===== src/dcs_pkg.sv =====
// constants and types shared by the sync pulse and capture unit
package dcs_pkg;

	// ---------------------------------------------------------------
	// register byte offsets
	// ---------------------------------------------------------------
	localparam logic [11:0] ADR_PWIDTH_LO   = 12'h982;
	localparam logic [11:0] ADR_PWIDTH_HI   = 12'h983;
	localparam logic [11:0] ADR_ACT_STAT    = 12'h984;
	localparam logic [11:0] ADR_STAT_FIRST  = 12'h98E;
	localparam logic [11:0] ADR_STAT_SECOND = 12'h98F;
	localparam logic [11:0] ADR_START_BASE  = 12'h990;
	localparam logic [11:0] ADR_NEXT2_BASE  = 12'h998;
	localparam logic [11:0] ADR_PERIOD_BASE = 12'h9A0;
	localparam logic [11:0] ADR_DELAY_BASE  = 12'h9A4;
	localparam logic [11:0] ADR_CAPA_CTRL   = 12'h9A8;
	localparam logic [11:0] ADR_CAPB_CTRL   = 12'h9A9;
	localparam logic [11:0] ADR_CAPA_STAT   = 12'h9AE;
	localparam logic [11:0] ADR_CAPB_STAT   = 12'h9AF;
	localparam logic [11:0] ADR_TIME_A_POS  = 12'h9B0;
	localparam logic [11:0] ADR_TIME_A_NEG  = 12'h9B8;
	localparam logic [11:0] ADR_TIME_B_POS  = 12'h9C0;
	localparam logic [11:0] ADR_TIME_B_NEG  = 12'h9C8;

	// ---------------------------------------------------------------
	// field positions
	// ---------------------------------------------------------------
	localparam int ACT_PEND_FIRST_BIT  = 0;
	localparam int ACT_PEND_SECOND_BIT = 1;
	localparam int ACT_PLAUS_BIT       = 2;
	localparam int LAT_POS_BIT         = 0;
	localparam int LAT_NEG_BIT         = 1;
	localparam int LAT_PIN_BIT         = 2;
	localparam int NEAR_SHORT_BIT      = 31;
	localparam int NEAR_LONG_BIT       = 63;

	// ---------------------------------------------------------------
	// reset values and timing
	// ---------------------------------------------------------------
	localparam logic [63:0] RST_TIME   = 64'h0000_0000_0000_0000;
	localparam logic [31:0] RST_WORD   = 32'h0000_0000;
	localparam logic [7:0]  RST_BYTE   = 8'h00;
	localparam int          CLK_PERIOD_NS = 8;
	localparam int          WIDTH_STEP_NS = 10;

	// ---------------------------------------------------------------
	// sync sequencer states
	// ---------------------------------------------------------------
	typedef enum logic [1:0] {
		ST_IDLE  = 2'b00,
		ST_ARMED = 2'b01,
		ST_DONE  = 2'b10
	} dcs_sync_st_t;

endpackage : dcs_pkg


===== src/dcs_lat_if.sv =====
// carrier between the top and one capture input unit
interface dcs_lat_if;
	logic [1:0] single_mode;
	logic [1:0] rd_clr;
	logic [1:0] flags;
	logic [1:0] cap_stb;
	logic       pin_lvl;

	modport unit (input single_mode, input rd_clr, output flags, output cap_stb, output pin_lvl);
	modport ctrl (output single_mode, output rd_clr, input flags, input cap_stb, input pin_lvl);
endinterface : dcs_lat_if


===== src/dcs_pulse.sv =====
// one timed sync output with width counter and acknowledge mode
module dcs_pulse
	import dcs_pkg::*;
#(
	parameter int NS_W = 24
)(
	// clock and reset
	input  wire logic        mclk,
	input  wire logic        sys_rst,
	// control
	input  wire logic        fire,
	input  wire logic [15:0] width,
	input  wire logic        ack,
	// pin
	output logic             pulse_o
);

	initial
	begin
		if (NS_W < 21)
			$error("dcs_pulse: NS_W too small for 16-bit width in 10 ns steps");
	end

	logic            active_r;
	logic            active_nxt;
	logic [NS_W-1:0] ns_r;
	logic [NS_W-1:0] ns_nxt;
	logic [NS_W-1:0] limit;

	assign limit = NS_W'(width) * NS_W'(WIDTH_STEP_NS);

	always_comb
	begin
		active_nxt = active_r;
		ns_nxt     = ns_r;
		if (fire)
		begin
			active_nxt = 1'b1;
			ns_nxt     = '0;
		end
		else if (active_r)
		begin
			if (width == 16'h0000)
			begin
				if (ack)
					active_nxt = 1'b0;
			end
			else
			begin
				ns_nxt = ns_r + NS_W'(CLK_PERIOD_NS);
				if (ns_nxt >= limit)
					active_nxt = 1'b0;
			end
		end
	end

	always_ff @(posedge mclk)
	begin
		if (sys_rst)
		begin
			active_r <= 1'b0;
			ns_r     <= '0;
		end
		else
		begin
			active_r <= active_nxt;
			ns_r     <= ns_nxt;
		end
	end

	assign pulse_o = active_r;

endmodule : dcs_pulse


===== src/dcs_latch.sv =====
// one capture input: synchroniser, edge detect, single/continuous mode
module dcs_latch
	import dcs_pkg::*;
(
	// clock and reset
	input  wire logic mclk,
	input  wire logic sys_rst,
	// pin
	input  wire logic pin,
	// carrier
	dcs_lat_if.unit   lif
);

	logic       meta_r;
	logic       sync_r;
	logic       prev_r;
	logic [1:0] hit;

	always_ff @(posedge mclk)
	begin
		if (sys_rst)
		begin
			meta_r <= 1'b0;
			sync_r <= 1'b0;
			prev_r <= 1'b0;
		end
		else
		begin
			meta_r <= pin;
			sync_r <= meta_r;
			prev_r <= sync_r;
		end
	end

	assign hit[LAT_POS_BIT] = sync_r & ~prev_r;
	assign hit[LAT_NEG_BIT] = ~sync_r & prev_r;
	assign lif.pin_lvl      = prev_r;

	// ---------------------------------------------------------------
	// per-edge flag and capture strobe
	// ---------------------------------------------------------------
	for (genvar e = 0; e < 2; e++)
	begin : g_edge
		logic flag_r;
		logic flag_nxt;
		logic stb_r;
		logic stb_nxt;

		always_comb
		begin
			flag_nxt = flag_r;
			stb_nxt  = 1'b0;
			if (!lif.single_mode[e])
				flag_nxt = 1'b0;
			else if (lif.rd_clr[e])
				flag_nxt = 1'b0;
			if (hit[e] && (!lif.single_mode[e] || !flag_r || lif.rd_clr[e]))
			begin
				stb_nxt = 1'b1;
				if (lif.single_mode[e])
					flag_nxt = 1'b1;
			end
		end

		always_ff @(posedge mclk)
		begin
			if (sys_rst)
			begin
				flag_r <= 1'b0;
				stb_r  <= 1'b0;
			end
			else
			begin
				flag_r <= flag_nxt;
				stb_r  <= stb_nxt;
			end
		end

		assign lif.flags[e]   = flag_r;
		assign lif.cap_stb[e] = stb_r;
	end

endmodule : dcs_latch


===== src/dcs_unit.sv =====
// sync pulse generator and capture input unit, top level
// Function
// - pulse width is 16 bits in 10 ns steps
// - zero width keeps output high until its status register is read
// - per-output status bit shows first pulse still pending
// - activation records whether start time lay outside near future
// - without write-ack, host status read clears event request bit
// - with write-ack, host status write clears event request bit
// - start-time write sets start; read returns next first-output time
// - start time writable only while unit inactive
// - auto-activation extends lower-only start write to 64 bits
// - read-only next second-output time register
// - 32-bit first-output period; zero means single shot
// - 32-bit delay from first pulse to second pulse
// - start and period written only by owning interface
// - per-edge control selects continuous or single-event capture
// - capture control written only by that unit's owner
// - edge flag set only in single-event mode
// - edge flag cleared when its captured time is read by the unit's owner, or instead written by a host owner under write-ack
// - sync owner bit zero network side, one local host
// - capture interrupt routed by unit ownership bit
// - each qualifying edge strobes a system time capture
module dcs_unit
	import dcs_pkg::*;
(
	// clock and reset
	input  wire logic        mclk,
	input  wire logic        sys_rst,
	// network side register port
	input  wire logic [11:0] net_addr,
	input  wire logic        net_rd,
	input  wire logic        net_wr,
	input  wire logic [7:0]  net_wdata,
	output logic      [7:0]  net_rdata,
	// local host port
	input  wire logic [11:0] host_addr,
	input  wire logic        host_rd,
	input  wire logic        host_wr,
	input  wire logic [7:0]  host_wdata,
	output logic      [7:0]  host_rdata,
	// configuration held outside
	input  wire logic        unit_active,
	input  wire logic        first_gen_en,
	input  wire logic        second_gen_en,
	input  wire logic        auto_act_en,
	input  wire logic        plaus_chk_en,
	input  wire logic        near_future_short,
	input  wire logic        sync_owner_host,
	input  wire logic        cap_a_owner_host,
	input  wire logic        cap_b_owner_host,
	input  wire logic        host_wr_ack_en,
	input  wire logic [15:0] pulse_width_cfg,
	input  wire logic        frame_end,
	input  wire logic [63:0] system_time,
	// pins
	input  wire logic        capture_input_a,
	input  wire logic        capture_input_b,
	output logic             first_pulse_output,
	output logic             second_pulse_output,
	// events
	output logic      [1:0]  app_evreq,
	output logic             auto_activate_set,
	output logic      [1:0]  cap_a_stb,
	output logic      [1:0]  cap_b_stb,
	output logic             latch_irq_net,
	output logic             latch_irq_host
);

	// ---------------------------------------------------------------
	// owner write select
	// ---------------------------------------------------------------
	logic        s_wr;
	logic [11:0] s_addr;
	logic [7:0]  s_data;
	logic        a_wr;
	logic        b_wr;

	assign s_wr   = sync_owner_host ? host_wr : net_wr;
	assign s_addr = sync_owner_host ? host_addr : net_addr;
	assign s_data = sync_owner_host ? host_wdata : net_wdata;
	assign a_wr   = cap_a_owner_host ? (host_wr && host_addr == ADR_CAPA_CTRL)
		: (net_wr && net_addr == ADR_CAPA_CTRL);
	assign b_wr   = cap_b_owner_host ? (host_wr && host_addr == ADR_CAPB_CTRL)
		: (net_wr && net_addr == ADR_CAPB_CTRL);

	// ---------------------------------------------------------------
	// sync sequencer
	// ---------------------------------------------------------------
	dcs_sync_st_t st_r, st_nxt;
	logic [63:0] next0_r, next0_nxt;
	logic [63:0] next1_r, next1_nxt;
	logic [31:0] period_r, period_nxt;
	logic [31:0] delay_r, delay_nxt;
	logic [1:0]  pend_r, pend_nxt;
	logic        plaus_r, plaus_nxt;
	logic        imm_r, imm_nxt;
	logic        arm1_r, arm1_nxt;
	logic        act_d_r;
	logic        lo_wr_r, lo_wr_nxt;
	logic        hi_wr_r, hi_wr_nxt;
	logic        autoset_r, autoset_nxt;
	logic [1:0]  fire_r, fire_nxt;
	logic [1:0]  evreq_r, evreq_nxt;
	logic [63:0] ahead;
	logic [63:0] late0;
	logic [63:0] late1;
	logic        outside;
	logic        st_win;

	assign ahead   = next0_r - system_time;
	assign late0   = system_time - next0_r;
	assign late1   = system_time - next1_r;
	assign outside = near_future_short ? (|ahead[63:NEAR_SHORT_BIT]) : ahead[NEAR_LONG_BIT];
	assign st_win  = s_wr && !unit_active && s_addr[11:3] == ADR_START_BASE[11:3];

	always_comb
	begin
		st_nxt      = st_r;
		next0_nxt   = next0_r;
		next1_nxt   = next1_r;
		period_nxt  = period_r;
		delay_nxt   = delay_r;
		pend_nxt    = pend_r;
		plaus_nxt   = plaus_r;
		imm_nxt     = imm_r;
		arm1_nxt    = arm1_r;
		lo_wr_nxt   = lo_wr_r;
		hi_wr_nxt   = hi_wr_r;
		autoset_nxt = 1'b0;
		fire_nxt    = 2'b00;
		evreq_nxt   = evreq_r;
		if (st_win)
		begin
			next0_nxt[8*s_addr[2:0] +: 8] = s_data;
			if (s_addr[2])
				hi_wr_nxt = 1'b1;
			else
				lo_wr_nxt = 1'b1;
		end
		if (s_wr && s_addr[11:2] == ADR_PERIOD_BASE[11:2])
			period_nxt[8*s_addr[1:0] +: 8] = s_data;
		if (s_wr && s_addr[11:2] == ADR_DELAY_BASE[11:2])
			delay_nxt[8*s_addr[1:0] +: 8] = s_data;
		if (frame_end)
		begin
			if (auto_act_en && (lo_wr_r || hi_wr_r) && !unit_active)
			begin
				autoset_nxt = 1'b1;
				if (!hi_wr_r)
					next0_nxt[63:32] = system_time[63:32]
						+ {31'h0000_0000, (next0_r[31:0] < system_time[31:0])};
			end
			lo_wr_nxt = 1'b0;
			hi_wr_nxt = 1'b0;
		end
		case (st_r)
			ST_IDLE:
			begin
				if (unit_active && !act_d_r)
				begin
					plaus_nxt = outside;
					imm_nxt   = plaus_chk_en && outside;
					pend_nxt  = {second_gen_en, first_gen_en};
					arm1_nxt  = 1'b0;
					st_nxt    = ST_ARMED;
				end
			end
			ST_ARMED:
			begin
				if (imm_r || !late0[63])
				begin
					imm_nxt     = 1'b0;
					fire_nxt[0] = first_gen_en;
					pend_nxt[0] = 1'b0;
					next1_nxt   = next0_r + {32'h0000_0000, delay_r};
					arm1_nxt    = 1'b1;
					if (period_r == RST_WORD)
						st_nxt = ST_DONE;
					else
						next0_nxt = next0_r + {32'h0000_0000, period_r};
				end
			end
			ST_DONE:
			begin
			end
			default:
				st_nxt = ST_IDLE;
		endcase
		if (st_r != ST_IDLE && arm1_r && !late1[63] && fire_nxt[0] == 1'b0)
		begin
			fire_nxt[1] = second_gen_en;
			pend_nxt[1] = 1'b0;
			next1_nxt   = next1_r + {32'h0000_0000, period_r};
			arm1_nxt    = 1'b0;
		end
		if (!unit_active)
		begin
			st_nxt   = ST_IDLE;
			pend_nxt = 2'b00;
			arm1_nxt = 1'b0;
			imm_nxt  = 1'b0;
		end
		if (host_wr_ack_en ? (host_wr && host_addr == ADR_STAT_FIRST)
			: (host_rd && host_addr == ADR_STAT_FIRST))
			evreq_nxt[0] = 1'b0;
		if (host_wr_ack_en ? (host_wr && host_addr == ADR_STAT_SECOND)
			: (host_rd && host_addr == ADR_STAT_SECOND))
			evreq_nxt[1] = 1'b0;
		evreq_nxt = evreq_nxt | fire_nxt;
	end

	always_ff @(posedge mclk)
	begin
		if (sys_rst)
		begin
			st_r      <= ST_IDLE;
			next0_r   <= RST_TIME;
			next1_r   <= RST_TIME;
			period_r  <= RST_WORD;
			delay_r   <= RST_WORD;
			pend_r    <= 2'b00;
			plaus_r   <= 1'b0;
			imm_r     <= 1'b0;
			arm1_r    <= 1'b0;
			act_d_r   <= 1'b0;
			lo_wr_r   <= 1'b0;
			hi_wr_r   <= 1'b0;
			autoset_r <= 1'b0;
			fire_r    <= 2'b00;
			evreq_r   <= 2'b00;
		end
		else
		begin
			st_r      <= st_nxt;
			next0_r   <= next0_nxt;
			next1_r   <= next1_nxt;
			period_r  <= period_nxt;
			delay_r   <= delay_nxt;
			pend_r    <= pend_nxt;
			plaus_r   <= plaus_nxt;
			imm_r     <= imm_nxt;
			arm1_r    <= arm1_nxt;
			act_d_r   <= unit_active;
			lo_wr_r   <= lo_wr_nxt;
			hi_wr_r   <= hi_wr_nxt;
			autoset_r <= autoset_nxt;
			fire_r    <= fire_nxt;
			evreq_r   <= evreq_nxt;
		end
	end

	assign app_evreq         = evreq_r;
	assign auto_activate_set = autoset_r;

	// ---------------------------------------------------------------
	// sync outputs
	// ---------------------------------------------------------------
	logic [1:0] ack;

	assign ack[0] = (net_rd && net_addr == ADR_STAT_FIRST)
		|| (host_rd && host_addr == ADR_STAT_FIRST);
	assign ack[1] = (net_rd && net_addr == ADR_STAT_SECOND)
		|| (host_rd && host_addr == ADR_STAT_SECOND);

	dcs_pulse #(.NS_W(24)) u_first (
		.mclk    (mclk),
		.sys_rst (sys_rst),
		.fire    (fire_r[0]),
		.width   (pulse_width_cfg),
		.ack     (ack[0]),
		.pulse_o (first_pulse_output)
	);

	dcs_pulse #(.NS_W(24)) u_second (
		.mclk    (mclk),
		.sys_rst (sys_rst),
		.fire    (fire_r[1]),
		.width   (pulse_width_cfg),
		.ack     (ack[1]),
		.pulse_o (second_pulse_output)
	);

	// ---------------------------------------------------------------
	// capture inputs
	// ---------------------------------------------------------------
	dcs_lat_if lif_a ();
	dcs_lat_if lif_b ();
	logic [1:0] ctrl_a_r, ctrl_a_nxt;
	logic [1:0] ctrl_b_r, ctrl_b_nxt;
	logic [1:0] irq_r, irq_nxt;

	function automatic logic clr_hit(input logic own, input logic [11:0] a);
		logic h;
		h = 1'b0;
		if (own)
			h = host_wr_ack_en ? (host_wr && host_addr == a) : (host_rd && host_addr == a);
		else
			h = net_rd && net_addr == a;
		return h;
	endfunction : clr_hit

	assign lif_a.single_mode = ctrl_a_r;
	assign lif_b.single_mode = ctrl_b_r;
	assign lif_a.rd_clr = {clr_hit(cap_a_owner_host, ADR_TIME_A_NEG),
		clr_hit(cap_a_owner_host, ADR_TIME_A_POS)};
	assign lif_b.rd_clr = {clr_hit(cap_b_owner_host, ADR_TIME_B_NEG),
		clr_hit(cap_b_owner_host, ADR_TIME_B_POS)};

	always_comb
	begin
		ctrl_a_nxt = a_wr ? s_data_a() : ctrl_a_r;
		ctrl_b_nxt = b_wr ? s_data_b() : ctrl_b_r;
		irq_nxt[0] = (!cap_a_owner_host && |lif_a.cap_stb)
			|| (!cap_b_owner_host && |lif_b.cap_stb);
		irq_nxt[1] = (cap_a_owner_host && |lif_a.cap_stb)
			|| (cap_b_owner_host && |lif_b.cap_stb);
	end

	function automatic logic [1:0] s_data_a();
		return cap_a_owner_host ? host_wdata[1:0] : net_wdata[1:0];
	endfunction : s_data_a

	function automatic logic [1:0] s_data_b();
		return cap_b_owner_host ? host_wdata[1:0] : net_wdata[1:0];
	endfunction : s_data_b

	always_ff @(posedge mclk)
	begin
		if (sys_rst)
		begin
			ctrl_a_r <= 2'b00;
			ctrl_b_r <= 2'b00;
			irq_r    <= 2'b00;
		end
		else
		begin
			ctrl_a_r <= ctrl_a_nxt;
			ctrl_b_r <= ctrl_b_nxt;
			irq_r    <= irq_nxt;
		end
	end

	assign latch_irq_net  = irq_r[0];
	assign latch_irq_host = irq_r[1];
	assign cap_a_stb      = lif_a.cap_stb;
	assign cap_b_stb      = lif_b.cap_stb;

	dcs_latch u_cap_a (
		.mclk    (mclk),
		.sys_rst (sys_rst),
		.pin     (capture_input_a),
		.lif     (lif_a.unit)
	);

	dcs_latch u_cap_b (
		.mclk    (mclk),
		.sys_rst (sys_rst),
		.pin     (capture_input_b),
		.lif     (lif_b.unit)
	);

	// ---------------------------------------------------------------
	// read data
	// ---------------------------------------------------------------
	logic [7:0] net_rd_r, net_rd_nxt;
	logic [7:0] host_rd_r, host_rd_nxt;

	function automatic logic [7:0] rd_byte(input logic [11:0] a);
		logic [7:0] d;
		d = RST_BYTE;
		if (a == ADR_PWIDTH_LO)
			d = pulse_width_cfg[7:0];
		else if (a == ADR_PWIDTH_HI)
			d = pulse_width_cfg[15:8];
		else if (a == ADR_ACT_STAT)
			d = {5'h00, plaus_r, pend_r};
		else if (a == ADR_STAT_FIRST)
			d = {7'h00, pend_r[0]};
		else if (a == ADR_STAT_SECOND)
			d = {7'h00, pend_r[1]};
		else if (a[11:3] == ADR_START_BASE[11:3])
			d = next0_r[8*a[2:0] +: 8];
		else if (a[11:3] == ADR_NEXT2_BASE[11:3])
			d = next1_r[8*a[2:0] +: 8];
		else if (a[11:2] == ADR_PERIOD_BASE[11:2])
			d = period_r[8*a[1:0] +: 8];
		else if (a[11:2] == ADR_DELAY_BASE[11:2])
			d = delay_r[8*a[1:0] +: 8];
		else if (a == ADR_CAPA_CTRL)
			d = {6'h00, ctrl_a_r};
		else if (a == ADR_CAPB_CTRL)
			d = {6'h00, ctrl_b_r};
		else if (a == ADR_CAPA_STAT)
			d = {5'h00, lif_a.pin_lvl, lif_a.flags};
		else if (a == ADR_CAPB_STAT)
			d = {5'h00, lif_b.pin_lvl, lif_b.flags};
		return d;
	endfunction : rd_byte

	always_comb
	begin
		net_rd_nxt  = net_rd ? rd_byte(net_addr) : net_rd_r;
		host_rd_nxt = host_rd ? rd_byte(host_addr) : host_rd_r;
	end

	always_ff @(posedge mclk)
	begin
		if (sys_rst)
		begin
			net_rd_r  <= RST_BYTE;
			host_rd_r <= RST_BYTE;
		end
		else
		begin
			net_rd_r  <= net_rd_nxt;
			host_rd_r <= host_rd_nxt;
		end
	end

	assign net_rdata  = net_rd_r;
	assign host_rdata = host_rd_r;

endmodule : dcs_unit


===== config.mk =====
export PLATFORM = sky130hd
export DESIGN_NAME = dcs_unit
export DESIGN_NICKNAME = d
export VERILOG_FILES = /design/src/dcs_pkg.sv /design/src/dcs_lat_if.sv /design/src/dcs_pulse.sv /design/src/dcs_latch.sv /design/src/dcs_unit.sv
export SDC_FILE = /design/constraint.sdc
export NUM_CORES = 2
export LEC_CHECK = 0
export ABC_AREA = 1
export ABC_CLOCK_PERIOD_IN_PS = 10980
export BUFFER_PORTS_ARGS = -buffer_cell sky130_fd_sc_hd__buf_4
export CORE_MARGIN = 2
export CORE_UTILIZATION = 40
export CTS_CLUSTER_SIZE = 14
export DETAILED_ROUTE_END_ITERATION = 8
export GPL_ROUTABILITY_DRIVEN = 0
export HOLD_SLACK_MARGIN = 0.06
export PLACE_DENSITY = 0.54
export SKIP_CTS_REPAIR_TIMING = 1
export SKIP_LAST_GASP = 1
export SLEW_MARGIN = 20
export SYNTH_ARGS = -nofsm -noshare
export SYNTH_HDL_FRONTEND = slang
export SYNTH_SLANG_ARGS = --single-unit

===== constraint.sdc =====
create_clock -name mclk -period 10.98 [get_ports mclk]
set_clock_uncertainty 0.2 [all_clocks]
set_input_delay 1.098 -clock mclk [delete_from_list [all_inputs] [get_ports mclk]]
set_output_delay 1.098 -clock mclk [all_outputs]
set_load 0.05 [all_outputs]

==> impl_metrics.env <==
export IMPL_fmax_ghz=0.1771
export IMPL_path_clk_slew_ps=60
export IMPL_p_int_w=0.002039
export IMPL_synthArstFlopShare_pct=0
export IMPL_drv_slew=0
export IMPL_placed_area_mm2=0.03894
export IMPL_cts_root_buf="clkbuf_16"
export IMPL_clkLatencyLatePin_ps=610
export IMPL_finalInstanceArea_mm2=0.04026
export IMPL_synth_top_cell_by_area="dfxtp_1"
export IMPL_tns_ps=0
export IMPL_worstSetupPathType="in2reg"
export IMPL_drv_cap=0
export IMPL_power_density_mw_per_mm2=77.84
export IMPL_drive_above_1_share_pct=5.573
export IMPL_period_share_pct=51.42
export IMPL_synthCells=6324
export IMPL_crit_arrival_ps=5960
export IMPL_nFillCells=10210
export IMPL_numClockSinks=287
export IMPL_synth_seq_cells=287
export IMPL_multi_input_area_mm2=0.02604
export IMPL_grt_total_usage_pct=38.80
export IMPL_worst_slew_pin_slew_ps=1285
export IMPL_start_util_pct=40.19
export IMPL_drtPass1Iterations=9
export IMPL_nNetsFinal=6882
export IMPL_grt_start_max_net_pins=88
export IMPL_dpl_hpwl_um=152800
export IMPL_ys_flop_type="dfxtp_1"
export IMPL_ioPinCount=166
export IMPL_synth_cell_types=65
export IMPL_synthesis_area_mm2=0.03673
export IMPL_cts_buffers=39
export IMPL_grt_overflow_total=0
export IMPL_vias=44920
export IMPL_final_hold_viol_count=0
export IMPL_p_leak_nw=19.08
export IMPL_core_area_mm2=0.09139
export IMPL_grt_pass1_wl_um=272400
export IMPL_ys_seq_area_share_pct=15.64
export IMPL_ys_warn_count=0
export IMPL_areaGrowthSynthToFinish_pct=9.609
export IMPL_fin_crit_ps=5646
export IMPL_maxSlewHeadroom_pct=13.25
export IMPL_path_max_fanout=28
export IMPL_synth_area_leaders="dfxtp_1 (16%), nand2_1 (16%), ha_1 (12%)"
export IMPL_rows=111
export IMPL_dieArea_mm2=0.09427
export IMPL_syn_nets=6813
export IMPL_clock_path_buffers=3
export IMPL_viasPerCell=5.902
export IMPL_antenna_found_initial=5
export IMPL_drc=15
export IMPL_seq_area_mm2=0.005746
export IMPL_yosysTopAreaCellShare_pct=15.64
export IMPL_die_x_um=307.0
export IMPL_hold_path_class="reg2reg"
export IMPL_vdd_ir_drop_max_uv=85.49
export IMPL_clockPowerShare_pct=43.3
export IMPL_die_h_um=307.0
export IMPL_status="finished, violations left"
export IMPL_rsz0062_at_grt="no"
export IMPL_pwr_share_comb_pct=21.9
export IMPL_setup_violations=0
export IMPL_crit_path_start_kind="input port"
export IMPL_end_kind="flip-flop"
export IMPL_synth_edf_count=0
export IMPL_violations="DRC"
export IMPL_drt_iter0_drc=6360
export IMPL_first_global_vias=40560
export IMPL_portBuffers=165
export IMPL_required_ps=11290
export IMPL_seq_power_share_pct=34.8
export IMPL_wl_per_cell_um=24.93
export IMPL_h_tree_depth=2
export IMPL_avgSynthCellArea_um2=5.808
export IMPL_antenna_left=0
export IMPL_p_sw_share_pct=34.93
export IMPL_total_power_w=0.003134
export IMPL_cts_tree="built"
export IMPL_switchingPower_w=0.001095
export IMPL_wirelength_um=189700
placed cells by master (no fill, tap or decap), types with 20 or more instances in the layout:
master	netlist	layout
dfxtp_1	287	287
o22ai_1	128	128
o2111ai_1	20	20
inv_1	1088	1088
xor2_1	160	160
a211oi_1	27	27
a21oi_1	560	560
nand3b_1	35	35
nor2_1	624	622
o21bai_1	22	22
o21a_1	23	23
nand3_1	312	312
ha_1	346	346
xnor2_1	45	45
o211ai_1	52	52
nor4_1	43	43
nor3_1	115	113
nand2_1	1529	1526
a221oi_1	20	20
clkbuf_16	0	40
buf_4	12	198
o21ai_0	408	408
a31oi_1	24	24
nand4_1	85	85
power by group through the flow:
stage                     sequential (W)  combinational (W)  clock, W
after floorplan                  0.00110           0.000400         0
after global placement           0.00111           0.000655         0
after detailed placement         0.00111           0.000658         0
after CTS                        0.00109           0.000661   0.00136
after global routing             0.00109           0.000743   0.00140
final                            0.00109           0.000686   0.00136
path summary, 6_finish.rpt:
kind | startpoint | to | slack, ps | cells past startpoint
hold / removal | u_cap_b.meta_r | u_cap_b.sync_r | 200 | 2
setup reg to reg | next1_r[5] | next1_r[9] | 5920 | 22
hold reg to reg | u_cap_b.meta_r | u_cap_b.sync_r | 200 | 2
setup / recovery | sync_owner_host | next0_r[53] | 5330 | 11
sequential cells by signal, indices dropped and copies added (netlist names), 8 cells and up:
name and cells:
delay_r 32, host_rdata 8, net_rdata 8, next0_r 64
next1_r 64, period_r 32, u_first.ns_r 21, u_second.ns_r 21
cells by family after synthesis:
logic type / share of synthesized area [%]
XOR/XNOR: 4.888
adder cells (fa/ha/maj): 12.00
AND/OR/NAND/NOR: 31.74
AO/OA/AOI/OAI: 21.71
flip-flops: 15.64
multiplexers: 0.4667
buffers and inverters: 13.55
per-stage QoR:
stage	hold WS (ps)	utilization, %	setup slack, ps	instances
final	203.1	44.06	5334	7611
after global routing	230.7	44.05	5190	7610
after CTS	204.9	44.05	5774	7610
after detailed placement	196.9	42.61	5174	7538
after global placement	191.5	42.61	5229	7538
after floorplan	188.3	-	6665	6324
critical path, cell delays in order:
cell and delay [ps]:
buf_4 240, o21ai_4 730, ha_1 770, clkinv_1 760, nor2_1 380, nand2_1 80
nor2_1 720, nand3_1 490, a32o_1 400, a21o_1 150, a21oi_1 100
final cells by class:
type | instances | share of cell area, %
Clock buffer | 50 | 2.753
Antenna cell | 1 | 0.006215
Multi-Input combinational cell | 4752 | 64.67
Timing Repair Buffer | 198 | 3.692
Sequential cell | 287 | 14.27
Tap cell | 1186 | 3.686
Clock inverter | 22 | 0.5128
Inverter | 1115 | 10.41
routing by layer:
| metal | track usage [%] | part of all wire, % |
|---|---|---|
| met2 | 53.47 | 38 |
| met1 | 52.15 | 41 |
| met5 | 0 | 0.020 |
| met4 | 25.71 | 8.3 |
| met3 | 10.92 | 13 |
cells in the mapped netlist (85+ instances only):
library cell  instances
o22ai_1             128
nor2_1              624
inv_1              1088
o21ai_0             408
nand3_1             312
nand2_1            1529
a21oi_1             560
dfxtp_1             287
nand4_1              85
xor2_1              160
nor3_1              115
clkbuf_1            111
ha_1                346
(Power assumes the default switching activity.)
